## src/rtl/dac_serial_load_port_map.svh

```systemverilog
// Purpose: constants of the three-wire converter load port
// Assumes: i_clk at 50 MHz, serial clock sampled as a plain input
// Notes:   word layout, reset values and timing follow
`ifndef DAC_SERIAL_LOAD_PORT_MAP_SVH
`define DAC_SERIAL_LOAD_PORT_MAP_SVH

// ============================================================
// word layout
`define DSLP_WORD_BITS  16
`define DSLP_CNT_BITS   5
`define DSLP_CMD_MSB    15
`define DSLP_CMD_LSB    13
`define DSLP_CODE_MSB   12
`define DSLP_CODE_LSB   1
`define DSLP_SUB_POS    0

// ============================================================
// reset values
`define DSLP_CODE_RESET 12'h000
`define DSLP_WORD_RESET 16'h0000
`define DSLP_CNT_RESET  5'h00
// converter code zero seen with its msb turned over
`define DSLP_BIP_RESET  12'h800

// ============================================================
// timing
`define DSLP_CLK_HZ       50000000
`define DSLP_SCLK_MAX_HZ  10000000
`define DSLP_MIN_SAMPLES  4

`endif

```

## src/rtl/dac_serial_load_port_pkg.sv

```systemverilog
// Purpose: types of the three-wire converter load port
// Assumes: constants live in dac_serial_load_port_map.svh
// Notes:   nothing here is imported; users write the package name
package dac_serial_load_port_pkg;

	// ============================================================
	// receive state, one-hot
	typedef enum logic [1:0] {
		ST_IDLE  = 2'b01,
		ST_SHIFT = 2'b10
	} state_t;

	typedef logic [11:0] code_t;

endpackage

```

## src/rtl/pin_synchronizer.sv

```systemverilog
// Purpose: two-flop synchroniser for a group of pin inputs
// Assumes: pins are asynchronous to i_clk
// Notes:   first stage is read by the second stage only
module pin_synchronizer #(
	parameter int          WIDTH     = 3,
	parameter logic [31:0] RESET_VAL = 32'h0000_0000
) (
	// clock, reset, enable
	input  wire logic             i_clk,
	input  wire logic             i_reset,
	input  wire logic             i_ce,
	// pins and synchronised levels
	input  wire logic [WIDTH-1:0] i_pin,
	output logic      [WIDTH-1:0] o_level
);

	// ============================================================
	// per-bit two-stage chain
	genvar b;
	generate
		if (WIDTH < 1 || WIDTH > 32) begin : g_bad_width
			$error("pin_synchronizer width out of range");
		end
		for (b = 0; b < WIDTH; b++) begin : g_bit
			logic meta_reg;
			logic meta_next;
			logic level_reg;
			logic level_next;
			always_comb begin
				meta_next  = i_pin[b];
				level_next = meta_reg;
			end
			always_ff @(posedge i_clk) begin
				if (i_reset) begin
					meta_reg  <= RESET_VAL[b];
					level_reg <= RESET_VAL[b];
				end else if (i_ce) begin
					meta_reg  <= meta_next;
					level_reg <= level_next;
				end
			end
			assign o_level[b] = level_reg;
		end
	endgenerate

endmodule // pin_synchronizer

```

## src/rtl/dac_serial_load_port.sv

```systemverilog
// Purpose: serial write port and double-buffered code registers
// Assumes: select, serial clock and data are pins, sampled by i_clk
// Notes:   serial clock must be several i_clk periods per half cycle
`include "dac_serial_load_port_map.svh"

module dac_serial_load_port #(
	parameter int CLK_HZ  = `DSLP_CLK_HZ,
	parameter int SCLK_HZ = `DSLP_SCLK_MAX_HZ
) (
	// clock, reset, enable
	input  wire logic        i_clk,
	input  wire logic        i_reset,
	input  wire logic        i_ce,
	// serial pins
	input  wire logic        i_select_n,
	input  wire logic        i_sclk,
	input  wire logic        i_sdata,
	// register contents and state
	output logic      [11:0] o_input_code,
	output logic      [11:0] o_unipolar_code,
	output logic      [11:0] o_bipolar_code,
	output logic             o_shutdown,
	output logic             o_word_taken
);

	// ============================================================
	// elaboration checks
	generate
		if (CLK_HZ < `DSLP_MIN_SAMPLES * SCLK_HZ) begin : g_bad_rate
			$error("i_clk too slow to sample the serial clock");
		end
	endgenerate

	// ============================================================
	// pin synchronisation
	logic [2:0] pin_level;
	logic       sel_lvl;
	logic       sclk_lvl;
	logic       din_lvl;

	pin_synchronizer #(
		.WIDTH     (3),
		.RESET_VAL (32'h0000_0006)
	) u_sync (
		.i_clk   (i_clk),
		.i_reset (i_reset),
		.i_ce    (i_ce),
		.i_pin   ({i_select_n, i_sclk, i_sdata}),
		.o_level (pin_level)
	);

	assign sel_lvl  = pin_level[2];
	assign sclk_lvl = pin_level[1];
	assign din_lvl  = pin_level[0];

	// ============================================================
	// edge detection
	logic sclk_prev_reg;
	logic sclk_prev_next;
	logic sel_prev_reg;
	logic sel_prev_next;
	logic sclk_rise;
	logic sel_rise;

	always_comb begin
		sclk_prev_next = sclk_lvl;
		sel_prev_next  = sel_lvl;
	end

	always_ff @(posedge i_clk) begin
		if (i_reset) begin
			sclk_prev_reg <= 1'b1;
			sel_prev_reg  <= 1'b1;
		end else if (i_ce) begin
			sclk_prev_reg <= sclk_prev_next;
			sel_prev_reg  <= sel_prev_next;
		end
	end

	assign sclk_rise = sclk_lvl & ~sclk_prev_reg;
	assign sel_rise  = sel_lvl & ~sel_prev_reg;

	// ============================================================
	// shifter
	dac_serial_load_port_pkg::state_t state_reg;
	dac_serial_load_port_pkg::state_t state_next;
	logic [`DSLP_WORD_BITS-1:0] shift_reg;
	logic [`DSLP_WORD_BITS-1:0] shift_next;
	logic [`DSLP_CNT_BITS-1:0]  count_reg;
	logic [`DSLP_CNT_BITS-1:0]  count_next;
	logic                       word_done;
	logic                       word_short;
	logic                       shift_en;

	// the count saturates: extra edges keep only the last sixteen bits
	localparam logic [`DSLP_CNT_BITS-1:0] FULL_CNT =
		`DSLP_CNT_BITS'(`DSLP_WORD_BITS);

	assign shift_en   = ~sel_lvl & sclk_rise;
	assign word_done  = (state_reg == dac_serial_load_port_pkg::ST_SHIFT) &&
		sel_rise && (count_reg == FULL_CNT);
	assign word_short = (state_reg == dac_serial_load_port_pkg::ST_SHIFT) &&
		sel_rise && (count_reg != FULL_CNT);

	always_comb begin
		state_next = state_reg;
		shift_next = shift_reg;
		count_next = count_reg;
		unique case (state_reg)
			dac_serial_load_port_pkg::ST_IDLE: begin
				count_next = `DSLP_CNT_RESET;
				if (!sel_lvl) begin
					state_next = dac_serial_load_port_pkg::ST_SHIFT;
				end
			end
			dac_serial_load_port_pkg::ST_SHIFT: begin
				if (sel_lvl) begin
					state_next = dac_serial_load_port_pkg::ST_IDLE;
				end
			end
			// two of the four codes are not one-hot: fall back to idle
			default: begin
				state_next = dac_serial_load_port_pkg::ST_IDLE;
			end
		endcase
		if (shift_en) begin
			// msb arrives first and ends up at the top
			shift_next = {shift_reg[`DSLP_WORD_BITS-2:0], din_lvl};
			if (state_reg == dac_serial_load_port_pkg::ST_IDLE) begin
				count_next = `DSLP_CNT_BITS'(1);
			end else if (count_reg != FULL_CNT) begin
				count_next = count_reg + `DSLP_CNT_BITS'(1);
			end
		end
	end

	always_ff @(posedge i_clk) begin
		if (i_reset) begin
			state_reg <= dac_serial_load_port_pkg::ST_IDLE;
			shift_reg <= `DSLP_WORD_RESET;
			count_reg <= `DSLP_CNT_RESET;
		end else if (i_ce) begin
			state_reg <= state_next;
			shift_reg <= shift_next;
			count_reg <= count_next;
		end
	end

	// ============================================================
	// command decode and code registers
	logic [2:0]  cmd;
	logic [11:0] code;
	dac_serial_load_port_pkg::code_t input_reg;
	dac_serial_load_port_pkg::code_t input_next;
	dac_serial_load_port_pkg::code_t conv_reg;
	dac_serial_load_port_pkg::code_t conv_next;
	dac_serial_load_port_pkg::code_t bip_reg;
	dac_serial_load_port_pkg::code_t bip_next;
	logic shutdown_reg;
	logic shutdown_next;
	logic taken_reg;
	logic taken_next;

	assign cmd  = shift_reg[`DSLP_CMD_MSB:`DSLP_CMD_LSB];
	// sub-bit is dropped: the converter always sees it as zero
	assign code = shift_reg[`DSLP_CODE_MSB:`DSLP_CODE_LSB];

	always_comb begin
		input_next    = input_reg;
		conv_next     = conv_reg;
		shutdown_next = shutdown_reg;
		taken_next    = word_done;
		if (word_done) begin
			unique case (cmd[1:0])
				2'h0: begin
					input_next    = code;
					conv_next     = code;
					shutdown_next = 1'b0;
				end
				2'h1: begin
					input_next = code;
				end
				2'h2: begin
					conv_next     = input_reg;
					shutdown_next = 1'b0;
				end
				2'h3: begin
					// shutdown leaves the input register alone for recall
					if (cmd[2]) begin
						shutdown_next = 1'b1;
					end
				end
			endcase
		end
		bip_next = {~conv_next[11], conv_next[10:0]};
	end

	always_ff @(posedge i_clk) begin
		if (i_reset) begin
			input_reg    <= `DSLP_CODE_RESET;
			conv_reg     <= `DSLP_CODE_RESET;
			bip_reg      <= `DSLP_BIP_RESET;
			shutdown_reg <= 1'b0;
			taken_reg    <= 1'b0;
		end else if (i_ce) begin
			input_reg    <= input_next;
			conv_reg     <= conv_next;
			bip_reg      <= bip_next;
			shutdown_reg <= shutdown_next;
			taken_reg    <= taken_next;
		end
	end

	assign o_input_code    = input_reg;
	assign o_unipolar_code = conv_reg;
	assign o_bipolar_code  = bip_reg;
	assign o_shutdown      = shutdown_reg;
	assign o_word_taken    = taken_reg;

	// ============================================================
	// assertions
	idle_ignore_a: assert property (@(posedge i_clk) disable iff (i_reset)
		(i_ce && sel_lvl) |=> $stable(shift_reg))
		else $error("shifter moved while select high");

	bit_capture_a: assert property (@(posedge i_clk) disable iff (i_reset)
		(i_ce && shift_en) |=> shift_reg[0] == $past(din_lvl))
		else $error("data bit not captured on clock rise");

	msb_first_a: assert property (@(posedge i_clk) disable iff (i_reset)
		(i_ce && shift_en) |=>
		shift_reg[15:1] == $past(shift_reg[14:0]))
		else $error("shift direction wrong");

	load_both_a: assert property (@(posedge i_clk) disable iff (i_reset)
		(i_ce && word_done && cmd[1:0] == 2'h0) |=>
		(conv_reg == $past(code)) && (input_reg == $past(code)) &&
		!o_shutdown && o_word_taken)
		else $error("load of both registers failed");

	copy_input_a: assert property (@(posedge i_clk) disable iff (i_reset)
		(i_ce && word_done && cmd[1:0] == 2'h2) |=>
		(conv_reg == $past(input_reg)) && !o_shutdown)
		else $error("copy to converter register failed");

	shutdown_keep_a: assert property (@(posedge i_clk) disable iff (i_reset)
		(i_ce && word_done && cmd == 3'h7) |=>
		o_shutdown && $stable(input_reg) && $stable(conv_reg))
		else $error("shutdown lost register contents");

	short_word_a: assert property (@(posedge i_clk) disable iff (i_reset)
		(i_ce && word_short) |=> $stable(input_reg) && $stable(conv_reg)
		&& $stable(shutdown_reg) && !o_word_taken)
		else $error("incomplete word changed state");

	reset_clear_a: assert property (@(posedge i_clk) disable iff (i_reset)
		$fell(i_reset) |-> (input_reg == 12'h000) &&
		(conv_reg == 12'h000) && !o_shutdown)
		else $error("registers not cleared by reset");

	bipolar_view_a: assert property (@(posedge i_clk) disable iff (i_reset)
		o_bipolar_code == {~o_unipolar_code[11],
		o_unipolar_code[10:0]})
		else $error("offset binary view wrong");

	load_word_c: cover property (@(posedge i_clk) disable iff (i_reset)
		word_done && cmd[1:0] == 2'h0);
	enter_off_c: cover property (@(posedge i_clk) disable iff (i_reset)
		$rose(o_shutdown));
	short_word_c: cover property (@(posedge i_clk) disable iff (i_reset)
		word_short);

endmodule // dac_serial_load_port

```

## config.mk

```make
export PLATFORM = sky130hd
export DESIGN_NAME = dac_serial_load_port
export DESIGN_NICKNAME = d
export VERILOG_FILES = /design/src/rtl/dac_serial_load_port_pkg.sv /design/src/rtl/pin_synchronizer.sv /design/src/rtl/dac_serial_load_port.sv
export VERILOG_INCLUDE_DIRS = /design/src /design/src/rtl
export SDC_FILE = /design/constraint.sdc
export NUM_CORES = 1
export LEC_CHECK = 0
export BUFFER_PORTS_ARGS = -buffer_cell sky130_fd_sc_hd__buf_2
export CORE_ASPECT_RATIO = 0.75
export CORE_MARGIN = 5
export CORE_UTILIZATION = 30
export CTS_CLUSTER_SIZE = 24
export DETAILED_ROUTE_END_ITERATION = 12
export PLACE_DENSITY_LB_ADDON = 0.2
export SETUP_SLACK_MARGIN = 0.05
export SYNTH_ARGS = -nofsm -noshare
export SYNTH_HDL_FRONTEND = slang
export SYNTH_HIERARCHICAL = 1
export SYNTH_SLANG_ARGS = --single-unit
```

## constraint.sdc

```tcl
create_clock -name i_clk -period 1.84 [get_ports i_clk]
set_input_delay 0.184 -clock i_clk [delete_from_list [all_inputs] [get_ports i_clk]]
set_output_delay 0.184 -clock i_clk [all_outputs]
set_load 0.005 [all_outputs]
```

==> flow_results.xml <==
<?xml version="1.0" encoding="UTF-8"?>
<metrics>
  <group name="grt">
    <metric name="pin_count_of_the_biggest_net_entering_global_routing" unit="">32</metric>
    <metric name="grt_pass1_vias" unit="">1658</metric>
    <metric name="grt_overflow" unit="">0</metric>
    <metric name="globalRouteTotalUtil" unit="%">10.97</metric>
    <metric name="antenna_found_initial" unit="">0</metric>
    <metric name="grt_first_pass_wirelength" unit="um">8590</metric>
  </group>
  <group name="critical_path">
    <metric name="reg2reg_setup_slack" unit="ns">0.25</metric>
    <metric name="critical_path.n_buffers_inverters" unit="">2</metric>
    <metric name="maximum_cell_stage_delay_along_the_critical_path" unit="ns">0.34</metric>
    <metric name="timing.critical_path.cells" unit="">inv_1 -&gt; ha_1 -&gt; and4bb_4 -&gt; and4b_1 -&gt; buf_12 -&gt; nor2_1 -&gt; a211oi_1</metric>
    <metric name="critPathMaxFanout" unit="">23</metric>
    <metric name="family_with_the_most_delay_on_the_worst_path" unit="">simple AND/OR/NAND/NOR gates</metric>
    <metric name="timing.reg2reg.worst_path_depth" unit="">7</metric>
    <metric name="cpMaxStageDelayCell" unit="">dfxtp_1</metric>
    <metric name="worst_ep_required_time" unit="ns">2.08</metric>
    <metric name="cp-start-kind" unit="">flip-flop</metric>
    <metric name="worstPathArrival" unit="ns">1.83</metric>
    <metric name="worst_setup_end_kind" unit="">flip-flop</metric>
    <metric name="timing.rr.start" unit="">count_reg[0]$_SDFFE_PP0P_</metric>
    <metric name="crit-reg2reg-capture" unit="">o_unipolar_code[0]$_SDFFE_PP0P_</metric>
    <metric name="crit_type" unit="">flip-flop to flip-flop</metric>
  </group>
  <group name="clocking">
    <metric name="cts.repair.resized" unit="">0</metric>
    <metric name="post_cts.repair.setup_buffers" unit="">0</metric>
    <metric name="cts.clk_slew.worst_paths" unit="ns">0.06</metric>
    <metric name="tritoncts_num_sinks" unit="">58</metric>
    <metric name="numCtsBuffers" unit="">9</metric>
    <metric name="cts.hold.buffers_added" unit="">0</metric>
    <metric name="clock_path_buffers" unit="">2</metric>
    <metric name="worst_skew_pair.late_latency" unit="ns">0.33</metric>
    <metric name="clk_root_buffer_cell" unit="">clkbuf_8</metric>
    <metric name="htreeDepth" unit="">3</metric>
    <metric name="tritoncts_clock_tree" unit="">built</metric>
  </group>
  <group name="floorplan">
    <metric name="design.core.area" unit="um^2">7988</metric>
    <metric name="initial_core_util" unit="%">31.22</metric>
    <metric name="row_count" unit="">28</metric>
    <metric name="chipHeight" unit="um">88.96</metric>
    <metric name="dieArea" unit="um^2">10250</metric>
    <metric name="die_w" unit="um">115.3</metric>
    <metric name="design.portCount" unit="">44</metric>
  </group>
  <group name="layout">
    <metric name="final_area" unit="um^2">2980</metric>
    <metric name="post_route_cells_drive_above_1_share" unit="%">27.67</metric>
    <metric name="syn_to_final_growth" unit="%">19.52</metric>
    <metric name="antenna-diode-count" unit="">0</metric>
    <metric name="layout.nets" unit="">303</metric>
    <metric name="final_core_utilization" unit="%">37.31</metric>
    <metric name="final_cells" unit="">405</metric>
    <metric name="largest_reg_flops" unit="">16</metric>
  </group>
  <group name="placed_design">
    <metric name="detailedPlace.worstSlack" unit="ns">0.2497</metric>
    <metric name="io_buffers" unit="">43</metric>
    <metric name="placedInstanceArea" unit="um^2">2728</metric>
    <metric name="globalplace.congestion" unit="">0.7878</metric>
    <metric name="hpwl" unit="um">3492</metric>
    <metric name="placedCellCount" unit="">389</metric>
  </group>
  <group name="sta">
    <metric name="finalSetupViolCount" unit="">0</metric>
    <metric name="rsz0062_at_grt" unit="">false</metric>
    <metric name="clock-skew-final" unit="ns">0.006762</metric>
    <metric name="final-max-slew-violation-count" unit="">0</metric>
    <metric name="timing_worst_slew_pin_value" unit="ns">0.4958</metric>
    <metric name="finalSetupTns" unit="ns">0</metric>
    <metric name="timing.final.hold_violations" unit="">0</metric>
    <metric name="max-slew-margin-rel" unit="%">66.94</metric>
    <metric name="maximum_clock_rate" unit="GHz">0.6295</metric>
    <metric name="layout_worst_path_cycle_share" unit="%">86.33</metric>
    <metric name="period_minus_slack" unit="ns">1.588</metric>
    <metric name="worst_slack" unit="ns">0.2515</metric>
    <metric name="hold-worst-slack" unit="ns">0.05734</metric>
  </group>
  <group name="yosys">
    <metric name="synth_area" unit="um^2">2494</metric>
    <metric name="syn_inst" unit="">264</metric>
    <metric name="synthArstFlopShare" unit="%">0</metric>
    <metric name="synth-warning-count" unit="">6</metric>
    <metric name="yosys_register_bits" unit="">58</metric>
    <metric name="number_of_synthesized_flops_with_an_enable_pin" unit="">0</metric>
    <metric name="synth.yosys.seq_area_share" unit="%">46.56</metric>
    <metric name="syn-num-nets" unit="">272</metric>
    <metric name="post_synth_num_cell_types" unit="">35</metric>
    <metric name="dominantRegCellSynth" unit="">dfxtp_1</metric>
    <metric name="syn-mean-instance-area" unit="um^2">9.446</metric>
  </group>
  <group name="hold_path">
    <metric name="number_of_cells_traversed_by_the_worst_hold_path" unit="">2</metric>
    <metric name="worstHoldStart" unit="">i_sclk</metric>
    <metric name="timing.hold.worst.class" unit="">input port to flip-flop</metric>
    <metric name="whs_endpoint" unit="">u_sync/g_bit[1].level_next$_SDFFE_PP1P_</metric>
  </group>
  <group name="routing">
    <metric name="detail_route.wirelength" unit="um">5246</metric>
    <metric name="detailroute.via_count" unit="">1830</metric>
    <metric name="drc_errors" unit="">0</metric>
    <metric name="drt_iter0_drc" unit="">84</metric>
    <metric name="drtPass1Iterations" unit="">4</metric>
    <metric name="drt-vias-per-instance" unit="">4.519</metric>
    <metric name="routed_wire_length_per_instance" unit="um">12.95</metric>
    <metric name="detail-route-antenna-nets" unit="">0</metric>
  </group>
  <group name="pwr">
    <metric name="power_frac_clock" unit="%">52.0</metric>
    <metric name="comb_power_share" unit="%">2.7</metric>
    <metric name="netSwitchingFraction" unit="%">19.39</metric>
    <metric name="p_leak" unit="nW">1.240</metric>
    <metric name="power.share.sequential" unit="%">45.3</metric>
    <metric name="cellInternalPower" unit="mW">2.272</metric>
    <metric name="netSwitchingPower" unit="uW">546.5</metric>
    <metric name="finalPower" unit="mW">2.818</metric>
    <metric name="worst_ir_drop_vdd" unit="V">0.0002969</metric>
    <metric name="power_per_cell_area" unit="nW/um^2">945.6</metric>
  </group>
  <group name="run_status">
    <metric name="outcome" unit="">completed</metric>
  </group>
  <group name="run">
    <metric name="cap_viol_max_count" unit="">0</metric>
  </group>
</metrics>
## final cells by class
cell class / instances / area (um^2)
sequential: 58 / 1161
clock inverter: 4 / 97.59
tap: 105 / 131.4
fill: 818 / 5007
clock buffer: 12 / 155.1
multi-input combinational: 170 / 1104
inverter: 5 / 18.77
timing repair buffer: 51 / 312.8
## metal layers
| metal | share of wire (%) | track usage (%) | routed length [um] |
|---|---|---|---|
| met1 | 53 | 15.82 | 2785 |
| met2 | 40 | 14.86 | 2110 |
| met3 | 5.4 | 4.330 | 283 |
| met4 | 1.3 | 3.518 | 66 |
| met5 | 0 | 0 | 0 |
## power by group through the flow
stage	clock network, mW	registers, mW	logic [mW]
global route	1.57	1.28	0.0862
floorplan	0	1.30	0.0602
CTS	1.51	1.28	0.0774
detailed placement	0	1.30	0.0771
global placement	0	1.30	0.0768
finish	1.47	1.28	0.0758
## synth_stat cells, types with 2 or more instances
cell type	count	area share, %
dfxtp_1	58	47
nand2_1	40	6.0
nor2_1	31	4.7
mux2i_1	29	12
a21oi_1	21	4.2
buf_4	16	4.8
a211oi_2	8	4.0
buf_2	6	1.2
clkbuf_1	5	0.75
inv_1	5	0.75
a211o_1	4	1.4
a211oi_1	4	1.2
nor2b_2	4	1.4
nor3_1	4	0.80
o21ai_0	3	0.60
and4bb_4	2	1.3
buf_6	2	0.90
ha_1	2	1.0
nand2b_1	2	0.50
nand4_1	2	0.50
xor2_1	2	0.70
## cell usage in the layout, fill, tap and decap left out, drive strengths merged
| master | n |
|---|---|
| mux2i | 29 |
| nand4b | 1 |
| a211o | 4 |
| dfxtp | 58 |
| bufinv | 3 |
| a21oi | 21 |
| nand3b | 1 |
| buf | 51 |
| ha | 2 |
| a31oi | 1 |
| o21ai | 3 |
| clkbuf | 12 |
| nand3 | 1 |
| clkinvlp | 1 |
| nor2 | 31 |
| and3 | 1 |
| and4b | 1 |
| nand2 | 40 |
| nor3 | 4 |
| and4bb | 3 |
| a2111oi | 2 |
| a31o | 1 |
| inv | 5 |
| nand4 | 2 |
| nand2b | 2 |
| nand4bb | 1 |
| nor2b | 5 |
| a211oi | 12 |
| xor2 | 2 |
## cells by family after synthesis
group	Yosys count	synth area share, %
adders and majority gates	2	1.003
buffers and inverters	36	9.182
xor gates and xnor gates	2	0.7026
muxes	29	11.64
DFF	58	46.56
and+or+nand+nor	93	17.91
AOI/OAI and AO/OA	44	13.00
## worst max path at each step
stage                                    from                              end  cells after the start
finish              count_reg[0]$_SDFFE_PP0P_  o_unipolar_code[0]$_SDFFE_PP0P_                      7
global route        count_reg[0]$_SDFFE_PP0P_  o_unipolar_code[7]$_SDFFE_PP0P_                      7
CTS                 count_reg[0]$_SDFFE_PP0P_  o_unipolar_code[7]$_SDFFE_PP0P_                      7
detailed placement  count_reg[0]$_SDFFE_PP0P_  o_unipolar_code[0]$_SDFFE_PP0P_                      7
global placement    count_reg[0]$_SDFFE_PP0P_  o_unipolar_code[3]$_SDFFE_PP0P_                      7
floorplan           count_reg[0]$_SDFFE_PP0P_    o_input_code[10]$_SDFFE_PP0P_                      7
Note: power is estimated with default switching activity, not from simulation.
